[config.mk]
export PLATFORM = sky130hd
export DESIGN_NAME = dcg_top
export DESIGN_NICKNAME = d
export VERILOG_FILES = /design/src/hw/dcg_pkg.sv /design/src/hw/dcg_axis_time.sv /design/src/hw/dcg_top.sv
export VERILOG_INCLUDE_DIRS = /design/src /design/src/hw
export SDC_FILE = /design/constraint.sdc
export NUM_CORES = 2
export LEC_CHECK = 0
export BUFFER_PORTS_ARGS = -buffer_cell sky130_fd_sc_hd__buf_2
export CELL_PAD_IN_SITES_DETAIL_PLACEMENT = 1
export CELL_PAD_IN_SITES_GLOBAL_PLACEMENT = 1
export CORE_UTILIZATION = 45
export DETAILED_ROUTE_END_ITERATION = 10
export GPL_TIMING_DRIVEN = 0
export PLACE_DENSITY = 0.79
export SLEW_MARGIN = 25
export SYNTH_ARGS = -nofsm -noshare
export SYNTH_HDL_FRONTEND = slang
export SYNTH_HIERARCHICAL = 1
export SYNTH_SLANG_ARGS = --single-unit
[constraint.sdc]
create_clock -name I_MCLK -period 15 [get_ports I_MCLK]
set_input_delay 0 -clock I_MCLK [delete_from_list [all_inputs] [get_ports I_MCLK]]
set_output_delay 0 -clock I_MCLK [all_outputs]
set_load 0.1 [all_outputs]
[src/hw/dcg_consts.svh]
/*
  constants of the block-transition deceleration check gate:
  axis count, widths, timing, register map and field positions.
  assumes it is included by bare name; definitions only.
*/
`ifndef DCG_CONSTS_SVH
`define DCG_CONSTS_SVH

// ==========================================================
// sizes and timing
`define DCG_NAX          4
`define DCG_NGRP         4
`define DCG_ERRW         16
`define DCG_TSW          12
`define DCG_CLK_NS       20
`define DCG_MS_NS        1000000
`define DCG_CYC_PER_MS   (`DCG_MS_NS / `DCG_CLK_NS)
`define DCG_MARGIN_MAX   4'ha

// ==========================================================
// register map: ctrl 0x00, status 0x04, groups 0x10..0x4c
`define DCG_REG_CTRL     8'h00
`define DCG_REG_STAT     8'h04
`define DCG_ADR_GRP      7:4
`define DCG_ADR_IDX      3:2
`define DCG_GRP_BASE     4'h1
`define DCG_GRP_LAST     4'h4
`define DCG_GI_RAPID     0
`define DCG_GI_CUT       1
`define DCG_GI_SVW       2
`define DCG_GI_MODEW     3

// ==========================================================
// control fields
`define DCG_CTL_RMETH    1:0
`define DCG_CTL_TYPE     2
`define DCG_CTL_SMTH     3
`define DCG_CTL_REVR     4
`define DCG_CTL_REVC     5
`define DCG_CTL_MARGIN   11:8
`define DCG_CTL_RST      32'h0000_0000
`define DCG_CTL_MASK     32'h0000_0f3f
`define DCG_METH_BAD     2'h3

// ==========================================================
// status fields
`define DCG_ST_BUSY      0
`define DCG_ST_STATE     2:1
`define DCG_ST_METH      5:4
`define DCG_ST_SMZ       8
`define DCG_ST_INPOS     9

// ==========================================================
// per-axis fields
`define DCG_AX_TS        11:0
`define DCG_AX_MODE      17:16
`define DCG_AX_MASK      32'h0003_0fff
`define DCG_SVW_F        15:0
`define DCG_SVW_MASK     32'h0000_ffff
`define DCG_MW_RAPID     15:0
`define DCG_MW_CUT       31:16
`define DCG_MW_MASK      32'hffff_ffff

`endif

[src/hw/dcg_pkg.sv]
/*
  types of the deceleration check gate.
  assumes dcg_consts.svh is on the include path.
*/
`include "dcg_consts.svh"
package dcg_pkg;

    typedef enum logic [1:0] {
        DCG_M_CMD    = 2'h0,
        DCG_M_INPOS  = 2'h1,
        DCG_M_SMOOTH = 2'h2
    } dcg_meth_t;

    typedef enum logic [1:0] {
        DCG_AD_LIN  = 2'h0,
        DCG_AD_EXP  = 2'h1,
        DCG_AD_SOFT = 2'h2
    } dcg_acc_t;

    typedef enum logic [1:0] {
        DCG_S_IDLE   = 2'b00,
        DCG_S_CMD    = 2'b01,
        DCG_S_SETTLE = 2'b11,
        DCG_S_REL    = 2'b10
    } dcg_state_t;

    typedef struct packed {
        logic                rapid;
        logic                cut;
        logic [`DCG_NAX-1:0] axes;
        logic [`DCG_NAX-1:0] dir;
    } dcg_blk_t;

    typedef struct packed {
        logic [`DCG_TSW-1:0] ts;
        logic [1:0]          mode;
    } dcg_acc_cfg_t;

    typedef logic [`DCG_NAX-1:0][`DCG_ERRW-1:0] dcg_err_t;

endpackage

[src/hw/dcg_axis_time.sv]
/*
  one axis: deceleration check time in clock cycles and
  in-position flag. purely combinational.
  assumes configuration words held stable by the top.
*/
`include "dcg_consts.svh"
module dcg_axis_time
    import dcg_pkg::*;
#(
    parameter int unsigned CYC_PER_MS = `DCG_CYC_PER_MS
)
(
    input  wire dcg_acc_cfg_t        i_rapid_cfg,
    input  wire dcg_acc_cfg_t        i_cut_cfg,
    input  wire logic                i_use_cut,
    input  wire logic [3:0]          i_margin_ms,
    input  wire logic [`DCG_ERRW-1:0] i_servo_width,
    input  wire logic [`DCG_ERRW-1:0] i_rapid_width,
    input  wire logic [`DCG_ERRW-1:0] i_cut_width,
    input  wire logic [`DCG_ERRW-1:0] i_pos_err,
    output logic [31:0]              o_td_cyc,
    output logic                     o_in_pos
);

    dcg_acc_cfg_t         cfg;
    logic [13:0]          td_ms;
    logic [`DCG_ERRW-1:0] mode_w;
    logic [`DCG_ERRW-1:0] eff_w;

    always_comb begin
        cfg = i_use_cut ? i_cut_cfg : i_rapid_cfg;
        if (cfg.mode == DCG_AD_EXP) begin
            td_ms = {1'b0, cfg.ts, 1'b0} + 14'(i_margin_ms);
        end else begin
            td_ms = {2'b00, cfg.ts} + 14'(i_margin_ms);
        end
        o_td_cyc = 32'(td_ms) * 32'(CYC_PER_MS);
        mode_w   = i_use_cut ? i_cut_width : i_rapid_width;
        eff_w    = (mode_w > i_servo_width) ? mode_w : i_servo_width;
        o_in_pos = i_pos_err < eff_w;
    end

endmodule

[src/hw/dcg_top.sv]
/*
  block-transition deceleration check gate: holds off the
  next motion block until the selected check passes.
  assumes one 50 MHz clock, inputs synchronous to it, and an
  interpolator that pulses block-done once per block end.
*/
//
// Overview of operation
// - rapid blocks with axis movement always get a block-end deceleration check
// - cutting blocks checked only on error-detect, G09, G61 or enabled reversal
// - a G00/G01 block without axis movement is never checked
// - cut then rapid with reversal and enable: command check
// - cut then cut with reversal and enable: command check
// - one reversing axis is enough to count as reversal
// - rapid method setting: 0 command, 1 in-position, 2 smoothing
// - rapid and cutting methods are set independently
// - check type 1 makes exact-stop cutting blocks use the rapid method
// - command method waits the decel time before release
// - wait is the longest check time of commanded axes
// - check time is constant, doubled if exponential, plus margin
// - rapid and cutting profiles give their own check times
// - smoothing method then waits for all-axis smoothing zero
// - in-position method then waits for errors under width
// - in-position width is larger of servo and mode width
`include "dcg_consts.svh"
module dcg_top
    import dcg_pkg::*;
#(
    parameter int unsigned CYC_PER_MS = `DCG_CYC_PER_MS
)
(
    input  wire logic                I_MCLK,
    input  wire logic                I_RST,
    input  wire logic [7:0]          I_AVS_ADDRESS,
    input  wire logic                I_AVS_READ,
    input  wire logic                I_AVS_WRITE,
    input  wire logic [31:0]         I_AVS_WRITEDATA,
    input  wire logic [3:0]          I_AVS_BYTEENABLE,
    output logic [31:0]              O_AVS_READDATA,
    output logic                     O_AVS_WAITREQUEST,
    input  wire logic                I_BLK_DONE,
    input  wire dcg_blk_t            I_CUR_BLK,
    input  wire dcg_blk_t            I_NXT_BLK,
    input  wire logic                I_EXACT_STOP_BLK,
    input  wire logic                I_EXACT_STOP_MODAL,
    input  wire logic                I_ERR_DETECT,
    input  wire logic [`DCG_NAX-1:0] I_SMOOTH_ZERO,
    input  wire dcg_err_t            I_POS_ERR,
    output logic                     O_NEXT_REL,
    output logic                     O_CHECK_BUSY
);

    localparam logic [31:0] GRP_MASK [`DCG_NGRP] = '{
        `DCG_AX_MASK, `DCG_AX_MASK, `DCG_SVW_MASK, `DCG_MW_MASK
    };

    // ==========================================================
    // register bus
    logic        ack_r;
    logic        ack_nxt;
    logic [31:0] rdata_r;
    logic [31:0] rdata_nxt;
    logic [31:0] ctl_r;
    logic [31:0] ctl_nxt;
    logic [31:0] cfg_r   [`DCG_NGRP][`DCG_NAX];
    logic [31:0] cfg_nxt [`DCG_NGRP][`DCG_NAX];
    logic [31:0] stat;
    logic        req;
    logic        grp_ok;
    logic [3:0]  grp;
    logic [1:0]  gi;
    logic [1:0]  ai;

    // ==========================================================
    // check sequencing
    dcg_state_t          st_r;
    dcg_state_t          st_nxt;
    dcg_meth_t           meth_r;
    dcg_meth_t           meth_nxt;
    logic                cut_r;
    logic                cut_nxt;
    logic [31:0]         cnt_r;
    logic [31:0]         cnt_nxt;
    logic [31:0]         td_cyc [`DCG_NAX];
    logic [31:0]         td_max;
    logic [`DCG_NAX-1:0] in_pos;
    logic                use_cut;
    logic [3:0]          margin;
    logic                moved;
    logic                rev;
    logic                exact;
    logic                rev_chk;
    logic                need;
    dcg_meth_t           rapid_meth;
    dcg_meth_t           cut_meth;
    dcg_meth_t           meth_sel;

    function automatic logic [31:0] be_merge(
        input logic [31:0] old_w,
        input logic [31:0] new_w,
        input logic [3:0]  be
    );
        logic [31:0] res;
        res = old_w;
        for (int b = 0; b < 4; b++) begin
            if (be[b]) begin
                res[b*8 +: 8] = new_w[b*8 +: 8];
            end
        end
        return res;
    endfunction

    // ==========================================================
    // address decode
    // one wait state on every access keeps read data registered
    assign req               = I_AVS_READ | I_AVS_WRITE;
    assign grp               = I_AVS_ADDRESS[`DCG_ADR_GRP];
    assign ai                = I_AVS_ADDRESS[`DCG_ADR_IDX];
    assign grp_ok            = (grp >= `DCG_GRP_BASE) && (grp <= `DCG_GRP_LAST);
    assign gi                = 2'(grp - `DCG_GRP_BASE);
    assign O_AVS_WAITREQUEST = req & ~ack_r;
    assign O_AVS_READDATA    = rdata_r;

    always_comb begin
        stat                = '0;
        stat[`DCG_ST_BUSY]  = O_CHECK_BUSY;
        stat[`DCG_ST_STATE] = st_r;
        stat[`DCG_ST_METH]  = meth_r;
        stat[`DCG_ST_SMZ]   = &I_SMOOTH_ZERO;
        stat[`DCG_ST_INPOS] = &in_pos;
    end

    always_comb begin
        ack_nxt   = req & ~ack_r;
        rdata_nxt = rdata_r;
        ctl_nxt   = ctl_r;
        cfg_nxt   = cfg_r;
        // unmapped reads answer zero, unmapped writes are dropped
        if (I_AVS_READ && !ack_r) begin
            if (I_AVS_ADDRESS == `DCG_REG_CTRL) begin
                rdata_nxt = ctl_r;
            end else if (I_AVS_ADDRESS == `DCG_REG_STAT) begin
                rdata_nxt = stat;
            end else if (grp_ok) begin
                rdata_nxt = cfg_r[gi][ai];
            end else begin
                rdata_nxt = '0;
            end
        end
        if (I_AVS_WRITE && ack_r) begin
            if (I_AVS_ADDRESS == `DCG_REG_CTRL) begin
                ctl_nxt = be_merge(ctl_r, I_AVS_WRITEDATA, I_AVS_BYTEENABLE) & `DCG_CTL_MASK;
            end else if (grp_ok) begin
                cfg_nxt[gi][ai] = be_merge(cfg_r[gi][ai], I_AVS_WRITEDATA, I_AVS_BYTEENABLE) & GRP_MASK[gi];
            end
        end
    end

    always_ff @(posedge I_MCLK) begin
        if (I_RST) begin
            ack_r   <= 1'b0;
            rdata_r <= '0;
            ctl_r   <= `DCG_CTL_RST;
            for (int g = 0; g < `DCG_NGRP; g++) begin
                for (int a = 0; a < `DCG_NAX; a++) begin
                    cfg_r[g][a] <= '0;
                end
            end
        end else begin
            ack_r   <= ack_nxt;
            rdata_r <= rdata_nxt;
            ctl_r   <= ctl_nxt;
            cfg_r   <= cfg_nxt;
        end
    end

    // ==========================================================
    // per-axis check times and in-position
    // profile follows the block being checked
    assign use_cut = (st_r == DCG_S_IDLE) ? I_CUR_BLK.cut : cut_r;
    // margin beyond the documented range is clamped
    assign margin  = (ctl_r[`DCG_CTL_MARGIN] > `DCG_MARGIN_MAX) ? `DCG_MARGIN_MAX : ctl_r[`DCG_CTL_MARGIN];

    for (genvar a = 0; a < `DCG_NAX; a++) begin : g_ax
        dcg_acc_cfg_t rcfg;
        dcg_acc_cfg_t ccfg;
        assign rcfg.ts   = cfg_r[`DCG_GI_RAPID][a][`DCG_AX_TS];
        assign rcfg.mode = cfg_r[`DCG_GI_RAPID][a][`DCG_AX_MODE];
        assign ccfg.ts   = cfg_r[`DCG_GI_CUT][a][`DCG_AX_TS];
        assign ccfg.mode = cfg_r[`DCG_GI_CUT][a][`DCG_AX_MODE];
        dcg_axis_time #(
            .CYC_PER_MS (CYC_PER_MS)
        ) u_ax (
            .i_rapid_cfg   (rcfg),
            .i_cut_cfg     (ccfg),
            .i_use_cut     (use_cut),
            .i_margin_ms   (margin),
            .i_servo_width (cfg_r[`DCG_GI_SVW][a][`DCG_SVW_F]),
            .i_rapid_width (cfg_r[`DCG_GI_MODEW][a][`DCG_MW_RAPID]),
            .i_cut_width   (cfg_r[`DCG_GI_MODEW][a][`DCG_MW_CUT]),
            .i_pos_err     (I_POS_ERR[a]),
            .o_td_cyc      (td_cyc[a]),
            .o_in_pos      (in_pos[a])
        );
    end

    // longest time of the commanded axes
    always_comb begin
        td_max = '0;
        for (int a = 0; a < `DCG_NAX; a++) begin
            if (I_CUR_BLK.axes[a] && (td_cyc[a] > td_max)) begin
                td_max = td_cyc[a];
            end
        end
    end

    // ==========================================================
    // check decision at the block joint
    always_comb begin
        // undefined setting falls back to command method
        if (ctl_r[`DCG_CTL_RMETH] == `DCG_METH_BAD) begin
            rapid_meth = DCG_M_CMD;
        end else begin
            rapid_meth = dcg_meth_t'(ctl_r[`DCG_CTL_RMETH]);
        end
        // cutting method chosen on its own
        // type select hands exact-stop cutting blocks the rapid method
        if (ctl_r[`DCG_CTL_TYPE]) begin
            cut_meth = rapid_meth;
        end else begin
            cut_meth = ctl_r[`DCG_CTL_SMTH] ? DCG_M_SMOOTH : DCG_M_CMD;
        end
        moved   = |I_CUR_BLK.axes;
        // any single axis turning round counts
        rev     = |(I_CUR_BLK.axes & I_NXT_BLK.axes & (I_CUR_BLK.dir ^ I_NXT_BLK.dir));
        exact   = I_ERR_DETECT | I_EXACT_STOP_BLK | I_EXACT_STOP_MODAL;
        // reversal checks per following block kind
        rev_chk = rev & ((I_NXT_BLK.rapid & ctl_r[`DCG_CTL_REVR]) | (I_NXT_BLK.cut & ctl_r[`DCG_CTL_REVC]));
        need    = moved & (I_CUR_BLK.rapid | (I_CUR_BLK.cut & (exact | rev_chk)));
        if (I_CUR_BLK.rapid) begin
            meth_sel = rapid_meth;
        end else if (exact) begin
            meth_sel = cut_meth;
        end else begin
            meth_sel = DCG_M_CMD;
        end
    end

    // ==========================================================
    // check state machine
    always_comb begin
        st_nxt   = st_r;
        meth_nxt = meth_r;
        cut_nxt  = cut_r;
        cnt_nxt  = cnt_r;
        unique case (st_r)
            DCG_S_IDLE: begin
                if (I_BLK_DONE) begin
                    cut_nxt = I_CUR_BLK.cut;
                    if (need) begin
                        st_nxt   = DCG_S_CMD;
                        meth_nxt = meth_sel;
                        cnt_nxt  = td_max;
                    end else begin
                        st_nxt = DCG_S_REL;
                    end
                end
            end
            DCG_S_CMD: begin
                // hold until the decel time has run out
                if (cnt_r > 32'h1) begin
                    cnt_nxt = cnt_r - 32'h1;
                end else begin
                    cnt_nxt = '0;
                    st_nxt  = (meth_r == DCG_M_CMD) ? DCG_S_REL : DCG_S_SETTLE;
                end
            end
            DCG_S_SETTLE: begin
                // smoothing zero, plus in-position if chosen
                if ((&I_SMOOTH_ZERO) && ((meth_r == DCG_M_SMOOTH) || (&in_pos))) begin
                    st_nxt = DCG_S_REL;
                end
            end
            DCG_S_REL: begin
                st_nxt = DCG_S_IDLE;
            end
        endcase
    end

    always_ff @(posedge I_MCLK) begin
        if (I_RST) begin
            st_r   <= DCG_S_IDLE;
            meth_r <= DCG_M_CMD;
            cut_r  <= 1'b0;
            cnt_r  <= '0;
        end else begin
            st_r   <= st_nxt;
            meth_r <= meth_nxt;
            cut_r  <= cut_nxt;
            cnt_r  <= cnt_nxt;
        end
    end

    // single strobe, busy covers the whole check
    assign O_NEXT_REL   = (st_r == DCG_S_REL);
    assign O_CHECK_BUSY = (st_r == DCG_S_CMD) || (st_r == DCG_S_SETTLE);
endmodule

==> results.yml <==
sta:
  rsz0062_at_grt: "true"
  hold_viol_final: 0
  fin_worst_skew_ns: 0.0390
  tns_ns: -3.20
  fmax_ghz: 0.0660
  drv_slew: 0
  post-route-period-util_pct: 101
  worst_pin_slew_ns: 1.19
  slew_headroom_pct: 20.9
  whs_ns: 0.0134
  fin_ws_ns: -0.162
  setup_viol: 26
  fin_crit_ns: 15.16
grt:
  grt_max_degree: 20
  use_met2_pct: 60.7
  grtUsageMet1_pct: 44.9
  use_met3_pct: 7.56
  busiest_layer: "met2"
  antenna_found_initial: 15
  grt_pass1_vias: 49100
  grt_pass1_wl_um: 318000
  grt_use_total_pct: 38.2
  grt_remaining_overflow: 0
routing:
  vias: 48000
  drt_wl_total_um: 221000
  drc: 0
  wire_per_inst_um: 28.9
  ant_nets: 0
  viasPerCell: 6.29
  drtIter0Drc: 4231
  firstDrtPassIters: 8
worst_setup_path:
  r2r_slack_ns: -0.16
  worst_r2r_endpoint: "cnt_r[27]"
  end_kind: "register"
  start_kind: "register"
  worstPathMaxFanout: 7
  path_common_cell: "ha_4"
  startpoint: "st_r[0]"
  regToRegStartpoint: "st_r[0]"
  criticalPathCategory: "reg -> reg"
  cp-endpoint: "cnt_r[27]"
  reg2regPathDepth: 64
  cp.arrival_ns: 15.67
  worstPathRequired_ns: 15.51
  cp_slowest_cell: "fa_1"
  slowest_delay_ns: 0.57
clock_tree:
  cts_made_buffers: 68
  cts.path.max_buffers: 3
  cts_tree: "yes"
  clock_latency_ns: 0.66
  cts-root-buf: "clkbuf_16"
  htreeDepth: 3
  clkTransAtPathRegs_ns: 0.06
  cts_sinks: 592
floorplan:
  die-area_um2: 112000
  rows: 121
  num_io_pins: 175
  die_h_um: 334
  die_w_um: 334
  coreArea_um2: 109000
  start_util_pct: 45.5
job:
  drv_cap: 0
pwr:
  power_leakage_nw: 24.9
  peakVddDrop_mv: 0.0839
  power.density_nw_per_um2: 75.6
layout:
  mostFrequentLayoutCells: "nor2_1, nand2_1, dfxtp_1, ha_1, a21oi_1"
  final_common_cell: "nor2_1"
  final.fill_count: 12800
  layout.nets: 7073
  drive_gt1_share_pct: 18.3
  layout.cells.non_filler: 7628
  area_growth_pct: 16.8
logic_synthesis:
  ys_warn_count: 6
  syn_area_per_cell_um2: 8.62
  synth_edf_count: 0
  ys.flop_type: "dfxtp_1"
  netlist_area_um2: 49600
  synthDistinctLibCells: 123
  ys_async_sr_fraction_pct: 0
  synth-seq-cells: 592
  synthCells: 5757
  ys_seq_area_share_pct: 23.9
placement:
  dp_hpwl_um: 170000
  dp_cells: 7364
  finalWeightedCongestion: 1.04
  port_buffers: 167
run_status:
  violations: "negative setup slack"
  status: "finished with violations"
worst_hold_path:
  hold_path_class: "in -> reg"
worst max-delay path: cells and delay by family (launching register included):
kind,cells,cell delay (ns)
compound gates,16,2.92
xor+xnor,1,0.22
fa+ha+maj,10,3.39
buf+inv,13,1.75
flops,1,0.33
mux,3,0.90
simple gates,21,5.41
Yosys cell counts, drive strengths merged, types with 18 or more instances:
master / number / area (um2)
a221oi: 42 / 393
nand2b: 21 / 131
xor2: 59 / 517
dfxtp: 592 / 11900
o22ai: 39 / 288
nand2: 618 / 2330
a31oi: 18 / 119
xnor2: 87 / 762
inv: 505 / 1900
ha: 627 / 7850
a211oi: 213 / 1630
mux4: 160 / 3600
and3: 36 / 225
fa: 148 / 2960
a21o: 69 / 519
o21a: 24 / 180
and2: 24 / 150
nand3b: 32 / 240
nand4: 47 / 300
a21oi: 561 / 2820
a22oi: 24 / 180
or3: 18 / 119
clkbuf: 207 / 777
mux2i: 128 / 1300
nor2: 628 / 2370
buf: 152 / 923
or2: 19 / 121
nor2b: 38 / 238
nor4: 35 / 231
nor3: 61 / 320
o21ai: 153 / 777
nand3: 61 / 310
mux2: 118 / 1450
o211ai: 22 / 180
power breakdown:
part	leakage, nW	internal [mW]	total (mW)	switching [mW]
logic	19.0	0.346	0.924	0.578
clock network	1.15	1.05	1.83	0.777
registers	4.78	1.60	1.63	0.0348
registers in the layout, summed over array words and instances, names as in the netlist:
signal and flops:
meth_r 2, O_AVS_READDATA 32, cfg_r 512, cnt_r 32, cut_r 1, ctl_r 10
st_r 2, ack_r 1
layer usage:
metal | routed length, um | up-vias
met2 | 98600 | 2288
li1 | - | 21100
met1 | 83100 | 23800
met5 | 87 | -
met4 | 21200 | 12
met3 | 17700 | 756
final cells by class:
cell class / instances / area (um2) / area share [%]
timing repair buffer: 318 / 2100 / 3.63
sequential: 592 / 11900 / 20.5
inverter: 506 / 1900 / 3.28
clock buffer: 96 / 1930 / 3.33
tap: 1414 / 1770 / 3.05
antenna: 4 / 10.0 / 0.0173
clock inverter: 26 / 450 / 0.777
multi-input combinational: 4320 / 36000 / 62.2
buffer: 352 / 1880 / 3.25
how the worst min path moves through the flow:
stage	cells after the start	start	slack, ns	endpoint
finish	5	I_AVS_WRITEDATA[30]	0.01	cfg_r[222]
global route	5	I_AVS_WRITEDATA[30]	0.02	cfg_r[222]
CTS	5	I_AVS_WRITEDATA[22]	0.002	cfg_r[246]
detailed placement	3	I_CUR_BLK[8]	0.29	cut_r
global placement	3	I_CUR_BLK[8]	0.28	cut_r
floorplan	2	I_CUR_BLK[8]	0.14	cut_r
cell families (layout without fill, tap and decap cells):
kind of cell	count (synthesis)	after routing	synth area share (%)
DFF	592	592	23.9
AOI/OAI and AO/OA	1290	1290	16.7
other	4	28	0.0303
buffers and inverters	865	1298	7.26
xor gates and xnor gates	146	146	2.58
and+or+nand+nor	1679	1679	15.0
muxes	406	406	12.8
adders and majority gates	775	775	21.8
timing repair:
item,CTS,global route
setup buffers,59,54
setup endpoints to repair,26,26
hold buffers,26,0
pin swaps,75,70
resized for setup,245,128
gates cloned,6,2
hold endpoints to repair,30,0
stage by stage:
step	util [%]	cell area [um2]	setup slack [ns]	total power, mW
CTS	52.1	56800	0.000947	4.28
detailed placement	48.1	52400	-3.69	2.41
floorplan	-	49700	0.00838	2.16
global placement	48.0	52300	-3.35	2.39
finish	53.2	57900	-0.162	4.38
global route	53.1	57900	-0.619	4.47
Power figures use the tool's default switching activity.
